### config.mk
export PLATFORM = sky130hd
export DESIGN_NAME = fpf_top
export DESIGN_NICKNAME = d
export VERILOG_FILES = /design/src/verilog/fpf_pkg.sv /design/src/verilog/fpf_sync2.sv /design/src/verilog/fpf_top.sv
export SDC_FILE = /design/constraint.sdc
export NUM_CORES = 1
export LEC_CHECK = 0
export ABC_AREA = 0
export BUFFER_PORTS_ARGS = -buffer_cell sky130_fd_sc_hd__buf_2
export CAP_MARGIN = 5
export CELL_PAD_IN_SITES_DETAIL_PLACEMENT = 0
export CELL_PAD_IN_SITES_GLOBAL_PLACEMENT = 1
export CORE_MARGIN = 2
export CORE_UTILIZATION = 42
export CTS_CLUSTER_SIZE = 14
export DETAILED_ROUTE_END_ITERATION = 8
export PLACE_DENSITY = 0.87
export SLEW_MARGIN = 25
export SYNTH_ARGS = -nofsm -noshare
export SYNTH_HDL_FRONTEND = slang
export SYNTH_SLANG_ARGS = --single-unit
### constraint.sdc
create_clock -name clk_i -period 6.88 [get_ports clk_i]
set_input_delay 0.688 -clock clk_i [delete_from_list [all_inputs] [get_ports clk_i]]
set_output_delay 0.688 -clock clk_i [all_outputs]
set_load 0.01 [all_outputs]
### src/verilog/fpf_pkg.sv
package fpf_pkg;

    // ------------------------------------------------------------
    // geometry
    // ------------------------------------------------------------
    localparam int DEPTH = 512;
    localparam int PTR_W = 9;
    localparam int CNT_W = 10;
    localparam int DATA_W = 18;
    localparam int OFF_W = 10;
    localparam int ADDR_W = 8;
    localparam int BUS_W = 32;

    // ------------------------------------------------------------
    // register map and fields
    // ------------------------------------------------------------
    localparam logic [ADDR_W-1:0] ADDR_EMPTY_OFF = 8'h00;
    localparam logic [ADDR_W-1:0] ADDR_FULL_OFF = 8'h04;
    localparam logic [ADDR_W-1:0] ADDR_STATUS = 8'h08;
    localparam int ST_COUNT_LSB = 0;
    localparam int ST_SYNC_BIT = 16;
    localparam int ST_FIRST_WORD_FALL_THROUGH_BIT = 17;
    localparam int ST_SERIAL_BIT = 18;
    localparam int ST_AE_BIT = 20;
    localparam int ST_AF_BIT = 21;

    // ------------------------------------------------------------
    // reset values
    // ------------------------------------------------------------
    localparam logic [OFF_W-1:0] DEF_EMPTY_OFF = 10'h07F;
    localparam logic [OFF_W-1:0] DEF_FULL_OFF = 10'h07F;
    localparam logic [BUS_W-1:0] RDATA_RST = 32'h00000000;

    // reset sequencing, gray along run -> master -> partial
    typedef enum logic [1:0] {
        ST_RUN = 2'b00,
        ST_MRS = 2'b01,
        ST_PRS = 2'b11
    } fpf_state_t;

endpackage

### src/verilog/fpf_sync2.sv
`timescale 1ns/1ps
module fpf_sync2 #(
    parameter int WIDTH = 1,
    parameter logic [WIDTH-1:0] RST_VAL = '0
) (
    input wire logic clk_i,
    input wire logic rst_n_i,
    input wire logic [WIDTH-1:0] d_i,
    output logic [WIDTH-1:0] q_o
);
    logic [WIDTH-1:0] meta;

    // first stage is read by the second stage only
    always_ff @(posedge clk_i) begin
        if (!rst_n_i) begin
            meta <= RST_VAL;
            q_o <= RST_VAL;
        end else begin
            meta <= d_i;
            q_o <= meta;
        end
    end
endmodule

### src/verilog/fpf_top.sv
`timescale 1ns/1ps
module fpf_top (
    input wire logic clk_i,
    input wire logic rst_n_i,
    input wire logic master_reset_n_i,
    input wire logic partial_reset_n_i,
    input wire logic flag_timing_select_i,
    input wire logic first_word_fall_through_i,
    input wire logic serial_program_i,
    input wire logic wr_en_i,
    input wire logic rd_en_i,
    input wire logic [fpf_pkg::DATA_W-1:0] mem_data_i,
    input wire logic [fpf_pkg::ADDR_W-1:0] addr_i,
    input wire logic [fpf_pkg::BUS_W-1:0] wdata_i,
    input wire logic wr_i,
    input wire logic rd_i,
    output logic [fpf_pkg::BUS_W-1:0] rdata_o,
    output logic almost_empty_flag_o,
    output logic almost_full_flag_o,
    output logic [fpf_pkg::DATA_W-1:0] q_o,
    output logic [fpf_pkg::PTR_W-1:0] wr_addr_o,
    output logic [fpf_pkg::PTR_W-1:0] rd_addr_o
);
    import fpf_pkg::*;

    // ------------------------------------------------------------
    // flag decode, shared by both timing modes
    // ------------------------------------------------------------
    function automatic logic fpf_ae(input logic [CNT_W-1:0] cnt, input logic [OFF_W-1:0] off);
        fpf_ae = (cnt >= off);
    endfunction

    function automatic logic fpf_af(input logic [CNT_W-1:0] cnt, input logic [OFF_W-1:0] off);
        logic [CNT_W-1:0] free;
        free = CNT_W'(DEPTH) - cnt;
        fpf_af = (free > off);
    endfunction

    // ------------------------------------------------------------
    // pin synchronisers
    // ------------------------------------------------------------
    logic mrs_n_s;
    logic prs_n_s;
    logic sel_s;
    logic first_word_fall_through_s;
    logic serial_s;

    fpf_sync2 #(
        .WIDTH(5),
        .RST_VAL(5'h03)
    ) u_sync (
        .clk_i(clk_i),
        .rst_n_i(rst_n_i),
        .d_i({serial_program_i, first_word_fall_through_i, flag_timing_select_i,
              partial_reset_n_i, master_reset_n_i}),
        .q_o({serial_s, first_word_fall_through_s, sel_s, prs_n_s, mrs_n_s})
    );

    // ------------------------------------------------------------
    // reset sequencing
    // ------------------------------------------------------------
    fpf_state_t state;

    // master reset outranks partial reset
    always_ff @(posedge clk_i) begin
        if (!rst_n_i) begin
            state <= ST_RUN;
        end else if (!mrs_n_s) begin
            state <= ST_MRS;
        end else if (!prs_n_s) begin
            state <= ST_PRS;
        end else begin
            state <= ST_RUN;
        end
    end

    logic in_reset;
    assign in_reset = (state != ST_RUN);

    // ------------------------------------------------------------
    // configuration, kept through partial reset
    // ------------------------------------------------------------
    logic timing_sync;
    logic first_word_fall_through;
    logic serial_prog;
    logic [OFF_W-1:0] empty_off;
    logic [OFF_W-1:0] full_off;

    // selects are sampled on every master reset cycle, the last one included,
    // so a select that moves near the release edge may still be caught
    always_ff @(posedge clk_i) begin
        if (!rst_n_i) begin
            timing_sync <= 1'b0;
            first_word_fall_through <= 1'b0;
            serial_prog <= 1'b0;
        end else if (state == ST_MRS) begin
            timing_sync <= sel_s;
            first_word_fall_through <= first_word_fall_through_s;
            serial_prog <= serial_s;
        end
    end

    always_ff @(posedge clk_i) begin
        if (!rst_n_i) begin
            empty_off <= DEF_EMPTY_OFF;
            full_off <= DEF_FULL_OFF;
        end else if (state == ST_MRS) begin
            empty_off <= DEF_EMPTY_OFF;
            full_off <= DEF_FULL_OFF;
        end else if (wr_i) begin
            // partial reset does not touch the offsets
            if (addr_i == ADDR_EMPTY_OFF) begin
                empty_off <= wdata_i[OFF_W-1:0];
            end
            if (addr_i == ADDR_FULL_OFF) begin
                full_off <= wdata_i[OFF_W-1:0];
            end
        end
    end

    // ------------------------------------------------------------
    // pointers and word count
    // ------------------------------------------------------------
    logic [CNT_W-1:0] count;
    logic [CNT_W-1:0] next_count;
    logic do_wr;
    logic do_rd;

    assign do_wr = wr_en_i && !in_reset && (count != CNT_W'(DEPTH));
    assign do_rd = rd_en_i && !in_reset && (count != '0);

    always_comb begin
        next_count = count;
        if (do_wr && !do_rd) begin
            next_count = count + CNT_W'(1);
        end else if (do_rd && !do_wr) begin
            next_count = count - CNT_W'(1);
        end
    end

    always_ff @(posedge clk_i) begin
        if (!rst_n_i || in_reset) begin
            wr_addr_o <= '0;
            rd_addr_o <= '0;
            count <= '0;
        end else begin
            if (do_wr) begin
                wr_addr_o <= wr_addr_o + PTR_W'(1);
            end
            if (do_rd) begin
                rd_addr_o <= rd_addr_o + PTR_W'(1);
            end
            count <= next_count;
        end
    end

    // output register takes the word addressed by the read pointer
    always_ff @(posedge clk_i) begin
        if (!rst_n_i || in_reset) begin
            q_o <= '0;
        end else if (do_rd) begin
            q_o <= mem_data_i;
        end
    end

    // ------------------------------------------------------------
    // programmable flags
    // ------------------------------------------------------------
    // asynchronous timing follows the count in the same edge as the
    // pointer move; synchronous timing adds one registered stage,
    // costing a cycle of latency; both modes drive the flags from the same clocked register
    always_ff @(posedge clk_i) begin
        if (!rst_n_i) begin
            almost_empty_flag_o <= 1'b0;
            almost_full_flag_o <= 1'b1;
        end else if (timing_sync) begin
            almost_empty_flag_o <= fpf_ae(count, empty_off);
            almost_full_flag_o <= fpf_af(count, full_off);
        end else begin
            almost_empty_flag_o <= fpf_ae(next_count, empty_off);
            almost_full_flag_o <= fpf_af(next_count, full_off);
        end
    end

    // ------------------------------------------------------------
    // register read port
    // ------------------------------------------------------------
    always_ff @(posedge clk_i) begin
        if (!rst_n_i) begin
            rdata_o <= RDATA_RST;
        end else if (rd_i) begin
            case (addr_i)
                ADDR_EMPTY_OFF: begin
                    rdata_o <= BUS_W'(empty_off);
                end
                ADDR_FULL_OFF: begin
                    rdata_o <= BUS_W'(full_off);
                end
                ADDR_STATUS: begin
                    rdata_o <= RDATA_RST;
                    rdata_o[ST_COUNT_LSB +: CNT_W] <= count;
                    rdata_o[ST_SYNC_BIT] <= timing_sync;
                    rdata_o[ST_FIRST_WORD_FALL_THROUGH_BIT] <= first_word_fall_through;
                    rdata_o[ST_SERIAL_BIT] <= serial_prog;
                    rdata_o[ST_AE_BIT] <= almost_empty_flag_o;
                    rdata_o[ST_AF_BIT] <= almost_full_flag_o;
                end
                default: begin
                    rdata_o <= RDATA_RST;
                end
            endcase
        end else begin
            // data stand for one cycle only
            rdata_o <= RDATA_RST;
        end
    end
endmodule

---- Yosys cells after proc, flatten, opt, wreduce, memory -nomap -nowiden ----
Index checks and enable logic that the tools add are counted.
word-level totals
  register bits after elaboration ......... 115
  input port bits ......................... 69
  output and inout port bits .............. 70
  logic and storage cells ................. 57
operators by class
  add/subtract/negate cells ............... 6
  magnitude comparators ................... 4
  eq/ne operators ......................... 4
  muxes and demuxes ....................... 7
  bitwise logic cells ..................... 1
  reduce and logical (&&, ||, !) cells .... 19
operators by type and width
  operator                                                               number
  22-bit case mux with 3 select lines                                    1
  10-bit greater-or-equal comparator                                     2
  10-bit greater-than comparator                                         2
  10-bit 2-to-1 mux                                                      2
  10-bit subtractor (first input constant)                               2
  9-bit by 1-bit adder with 9-bit output (second input constant)         2
  10-bit by 1-bit adder with 10-bit output (second input constant)       1
  10-bit inequality test (second input constant)                         1
  10-bit nonzero test                                                    1
  10-bit by 1-bit subtractor with 10-bit output (second input constant)  1
  8-bit by 3-bit == test with 1-bit output (second input constant)       1
  8-bit by 4-bit == test with 1-bit output (second input constant)       1
  8-bit logical NOT                                                      1
  2-bit AND reduction                                                    4
  1-bit logical AND                                                      6
  1-bit logical NOT                                                      4
  1-bit 2-to-1 mux                                                       3
  2-bit by 1-bit == test with 1-bit output (second input constant)       1
  2-bit 2-to-1 mux                                                       1
  2-bit nonzero test                                                     1
  2-bit OR reduction                                                     1
  1-bit logical OR                                                       1
  1-bit NOT                                                              1

---- Longest topological paths before layout ----
  depth after elaboration ................. 11
  gate-level depth with buffers ........... 19
  gate-level depth less buffers ........... 17

---- Hierarchy ----
A second synthesis with hierarchy kept.
second synthesis, totals
  cells, all modules ...................... 620
  area total of the unflattened synthesis .. 5301.3 µm²
modules (own cells, without submodules)
  module     times used  cells an instance  area each (µm²)  seq. area each (µm²)
  fpf_top    1           600                5038.6           1761.7
  fpf_sync2  1           20                 262.8            200.2

---- Worst setup path before layout ----
Ideal clock, no wire load.
  path type ............................... register to register
  start ................................... reg count[1]
  end ..................................... reg almost_full_flag_o
  library setup time ...................... 0.146 ns
  data arrival time ....................... 4.346 ns
  data required time ...................... 6.734 ns
  path slack .............................. 2.388 ns
  stages on the path, launching flop included .. 20
  buffers on the path ..................... 2
  period minus slack after synthesis ...... 4.492 ns
  cells stage by stage .................... dfxtp_1 -> clkbuf_1 -> inv_1 -> ha_1 -> or4b_1 -> clkbuf_2 -> o41ai_4 -> a211oi_1 -> or4_4 -> a2111oi_4 -> and2_1 -> nor2_1 -> ha_1 -> a21o_1 -> a21o_1 -> a21oi_1 -> o21ai_0 -> a21o_1 -> a221oi_1 -> o311ai_0
between the ends
  word-level cells in the longest chain between the ends .. 9
  elaborated cells between the ends (all ways) .. 17
  those cells by class .................... add/sub: 4; order compare: 2; eq/ne: 1; mux: 3; reduce/logical: 7
ends and longest elaborated chain
  item                                                                                   line            RTL
  from (decl)                                                                            fpf_top.sv:124  logic [CNT_W-1:0] count;
  from (signal assigned)                                                                 fpf_top.sv:153  count <= next_count;
  branches (longest 8 deep; another with 10-bit by 1-bit subtractor with 10-bit output)  n/a
  1-bit 2-to-1 mux (*)                                                                   fpf_top.sv:176  end else if (timing_sync) begin
  to (signal assigned)                                                                   fpf_top.sv:178  almost_full_flag_o <= fpf_af(count, full_off);
  to (signal assigned)                                                                   fpf_top.sv:181  almost_full_flag_o <= fpf_af(next_count, full_off);
  to (decl)                                                                              fpf_top.sv:19   output logic almost_full_flag_o,
Mark *: on every way between the ends.
A chain may end at the register's enable or synchronous reset.

---- Final worst setup path ----
  start ................................... reg count[0]
  end ..................................... reg almost_full_flag_o
Same word-level chain as after synthesis.

==> summary.md <==
Die
• 116 µm — chip height
• 0.433 — Initial Util
• 0.0134 mm² — Die Outline Area
• 139 — number of I/O pins
• 0.0121 mm² — Placeable Area
• 40 — Placement Rows
• 116 µm — x dimension of the die

Timing
• 0.429 — max_slew headroom
• 5.40 ns — Tmin final
• 0.00575 ns — Worst Skew
• 0.850 ns — actual slew at the worst max-slew pin
• 0.784 — final worst path period share
• 0 — Hold Violations, Final
• 0.407 ns — Hold WS
• 0 — count of final max-slew check failures
• 185 MHz — Max Clk Rate
• 0 ns — final total negative setup slack
• 0 — final-report setup violation count
• no — setup repair after global routing missed its margin
• 1.48 ns — final setup margin

Place
• 10100 µm — HPWL Detailed
• 0.881 — final RePlAce weighted congestion
• 864 — placed insts
• 99 — # port buffers
• 1.50 ns — worst slack at placement

Critical path
• count[0] — reg-to-reg startpoint
• 18 — worst reg2reg path depth
• 21 — largest fanout of any net on the critical path
• flip-flop to flip-flop — critical path class
• 5.59 ns — Worst Path Arrival
• flip-flop — category of the worst setup path capture point
• 7.08 ns — CP Data Required Time
• almost_full_flag_o — worst reg2reg endpoint
• flip-flop — launching element type of the critical path
• 1.48 ns — register-to-register path setup slack

GRT
• 31 — maximum number of pins on one net before global-route repair
• 21100 µm — wire length of the first global-routing pass
• 0 — grt total ovfl
• 4433 — vias in the first global route
• 0 — number of antenna violations at the first check in global routing
• 0.200 — aggregate global-route resource usage

Routing
• 13000 µm — WL final
• 301 — first-iteration detailed-routing DRC count
• 0 — Post-DRT Antenna Nets
• 5.26 — Via-to-Cell Ratio
• 6 — detailed-routing iteration count for the pre-antenna-repair pass
• 4626 — total number of vias
• 14.8 µm — average wire length per cell after detail routing
• 0 — DRC Markers

Synth
• dfxtp_1 — Top FF cell, synth
• 0 — proportion of synthesized flip-flops having asynchronous set or reset
• dfxtp_1 — largest area contributor in the synthesized netlist
• 59 — number of unique standard cell types used by synthesis
• 8.40 µm² — syn_area_per_cell
• 0.374 — fraction of synthesized cell area taken by the top area cell type
• 0 — number of enable-type register cells in the synthesized netlist
• 0.374 — register area share after synthesis
• dfxtp_1 37%, ha_1 10%, nand2_1 6.4% — leading cell types by total area after synthesis
• 0 — synthesis warning total
• 0.00524 mm² — Post-Synthesis Cell Area
• 98 — Synth Register Bits
• 624 — Synth Instances

Clock network
• 9 — TritonCTS Buffers
• 2 — maximum number of buffers from clock root to sink
• yes — clock tree from TritonCTS
• 0.07 ns — clock transition at the registers of the reported paths
• 3 — depth of the CTS H-tree
• 98 — clock sink count
• 0 — cts hold-fix bufs
• clkbuf_16 — buffer type at the clock tree root
• 0 — post-CTS setup buffer count
• 0.35 ns — clock latency of the later-clocked register in the worst-skew pair
• 0 — number of instances resized during post-cts repair

Worst hold path
• u_sync.q_o[1] — hold_sp
• 1 — worst hold stages
• flip-flop to flip-flop — type of the most critical hold path
• state[1] — hold-critical path endpoint

Power
• 0.256 — fraction of power consumed by sequential logic
• 0.546 — combinational cell fraction of total power
• 460 mW/mm² — Pwr per Cell Area
• 0.000177 V — VDD IR-drop max
• 1.22 mW — Switch Pwr
• 2.82 nW — Leak
• 0.432 — Sw Share
• 0.198 — clock share of power
• 1.61 mW — internal power of the cells

Layout
• 0.184 — layout cell share with drive strength beyond 1
• 17.5% — Area growth, synth to finish
• 819 — number of nets in the finished design
• 880 — fin cells
• 0 — Antenna Diode Count

Status
• complete, no violations — result of the run

Run
• 0 — Maximum Capacitance Violations

-- metrics by stage --
step | util | area (µm²) | power [mW]
after floorplan | - | 5300 | 1.90
after global placement | 0.479 | 5800 | 2.21
after detailed placement | 0.480 | 5810 | 2.28
after CTS | 0.507 | 6150 | 2.84
after global routing | 0.509 | 6160 | 3.09
final | 0.509 | 6160 | 2.83
-- synthesized netlist by cell type (2+ instances only) --
cell,number
and3_1,6
or3_1,3
o211ai_1,15
dfxtp_1,98
a21oi_1,41
nand2b_1,8
buf_2,3
xnor2_1,18
nand4_1,7
a211oi_1,2
xor2_1,18
o22ai_1,3
a21boi_0,2
mux2i_1,3
nor4_1,3
and2_1,16
nor3b_1,4
nand3_1,17
buf_1,2
clkbuf_1,24
and4_1,3
buf_4,17
nand2_1,90
nor2_1,56
nor2b_1,11
a31oi_1,4
o31ai_1,4
nor3_1,13
ha_1,43
nand3b_1,3
a21o_1,8
a222oi_1,10
o32ai_1,3
o21ai_0,10
inv_1,32
-- power groups by stage --
stage               sequential, mW  combinational, mW  clock, mW
floorplan                    0.691               1.21          0
global placement             0.733               1.48          0
detailed placement           0.736               1.54          0
CTS                          0.723               1.55      0.572
global route                 0.737               1.75      0.600
finish                       0.727               1.55      0.560
-- cell type report --
type,count,area [µm²]
clock buffer,11,253
clock inverter,5,85.1
fill,1199,5950
inverter,32,120
multi-input combinational,462,3000
sequential,98,1960
tap,168,210
timing repair buffer,104,533
-- flip-flops by register name, summed over array words and instances, names as in the netlist, 2 cells and up --
register / cells
wr_addr_o: 9
q_o: 18
empty_off: 10
u_sync.q_o: 5
full_off: 10
rd_addr_o: 9
rdata_o: 15
state: 2
count: 10
u_sync.meta: 5
-- how the worst max path moves through the flow --
stage	start	end	slack, ns	cells after the start
4_1_cts	count[0]	almost_full_flag_o	1.47	17
5_1_grt	count[0]	almost_full_flag_o	1.18	18
3_5_place_dp	count[0]	almost_full_flag_o	1.50	17
3_3_place_gp	count[0]	almost_full_flag_o	1.60	18
2_1_floorplan	count[1]	almost_full_flag_o	2.39	19
6_report	count[0]	almost_full_flag_o	1.48	18
-- cells by family (layout without fill, tap and decap cells) --
logic type / after synthesis / count (layout) / synth area share
buffers and inverters: 80 / 152 / 0.0718
flip-flops: 98 / 98 / 0.374
adder cells (fa/ha/maj): 43 / 43 / 0.103
AND/OR/NAND/NOR: 249 / 249 / 0.231
multiplexers: 4 / 4 / 0.00788
other: 1 / 17 / 0.000715
XOR/XNOR: 36 / 36 / 0.0601
AO/OA/AOI/OAI: 113 / 113 / 0.152
-- layout by cell type (no fill, tap or decap), drive strengths merged, types with 2 or more instances in the layout --
cell type,n
buf,104
dfxtp,98
nand2,90
nor2,56
ha,43
a21oi,41
inv,33
xor2,18
xnor2,18
nand3,17
conb,17
and2,16
o211ai,15
nor3,14
nor2b,11
clkbuf,11
o21ai,10
a222oi,10
nand2b,8
a21o,8
nand4,8
and3,6
o31ai,4
a31oi,4
nor3b,4
or3,3
nand3b,3
o32ai,3
o22ai,3
nor4,3
mux2i,3
and4,3
a211oi,2
a21boi,2
bufinv,2
or4,2
a2111oi,2
clkinv,2
-- routing by layer --
metal	share of wire	global-route usage	up-vias	wire, µm
met4	0.030	0.0944	0	395
li1	-	-	2297	-
met1	0.45	0.250	2147	5830
met5	0	0	-	0
met3	0.052	0.0397	32	679
met2	0.47	0.334	150	6120
-- worst max-delay path, cell delays in order (launching register included) --
cell       delay [ns]
dfxtp_1          0.42
inv_1            0.21
ha_1             0.30
or4b_1           0.61
o41ai_4          0.24
buf_4            0.29
a211oi_1         0.14
or4_4            0.56
a2111oi_4        0.55
and2_1           0.26
nor2_1           0.07
ha_1             0.30
a21o_1           0.19
a21o_1           0.17
a21oi_1          0.23
o21ai_0          0.13
a21o_1           0.19
a221oi_1         0.24
o311ai_0         0.14
Power figures use the tool's default switching activity.
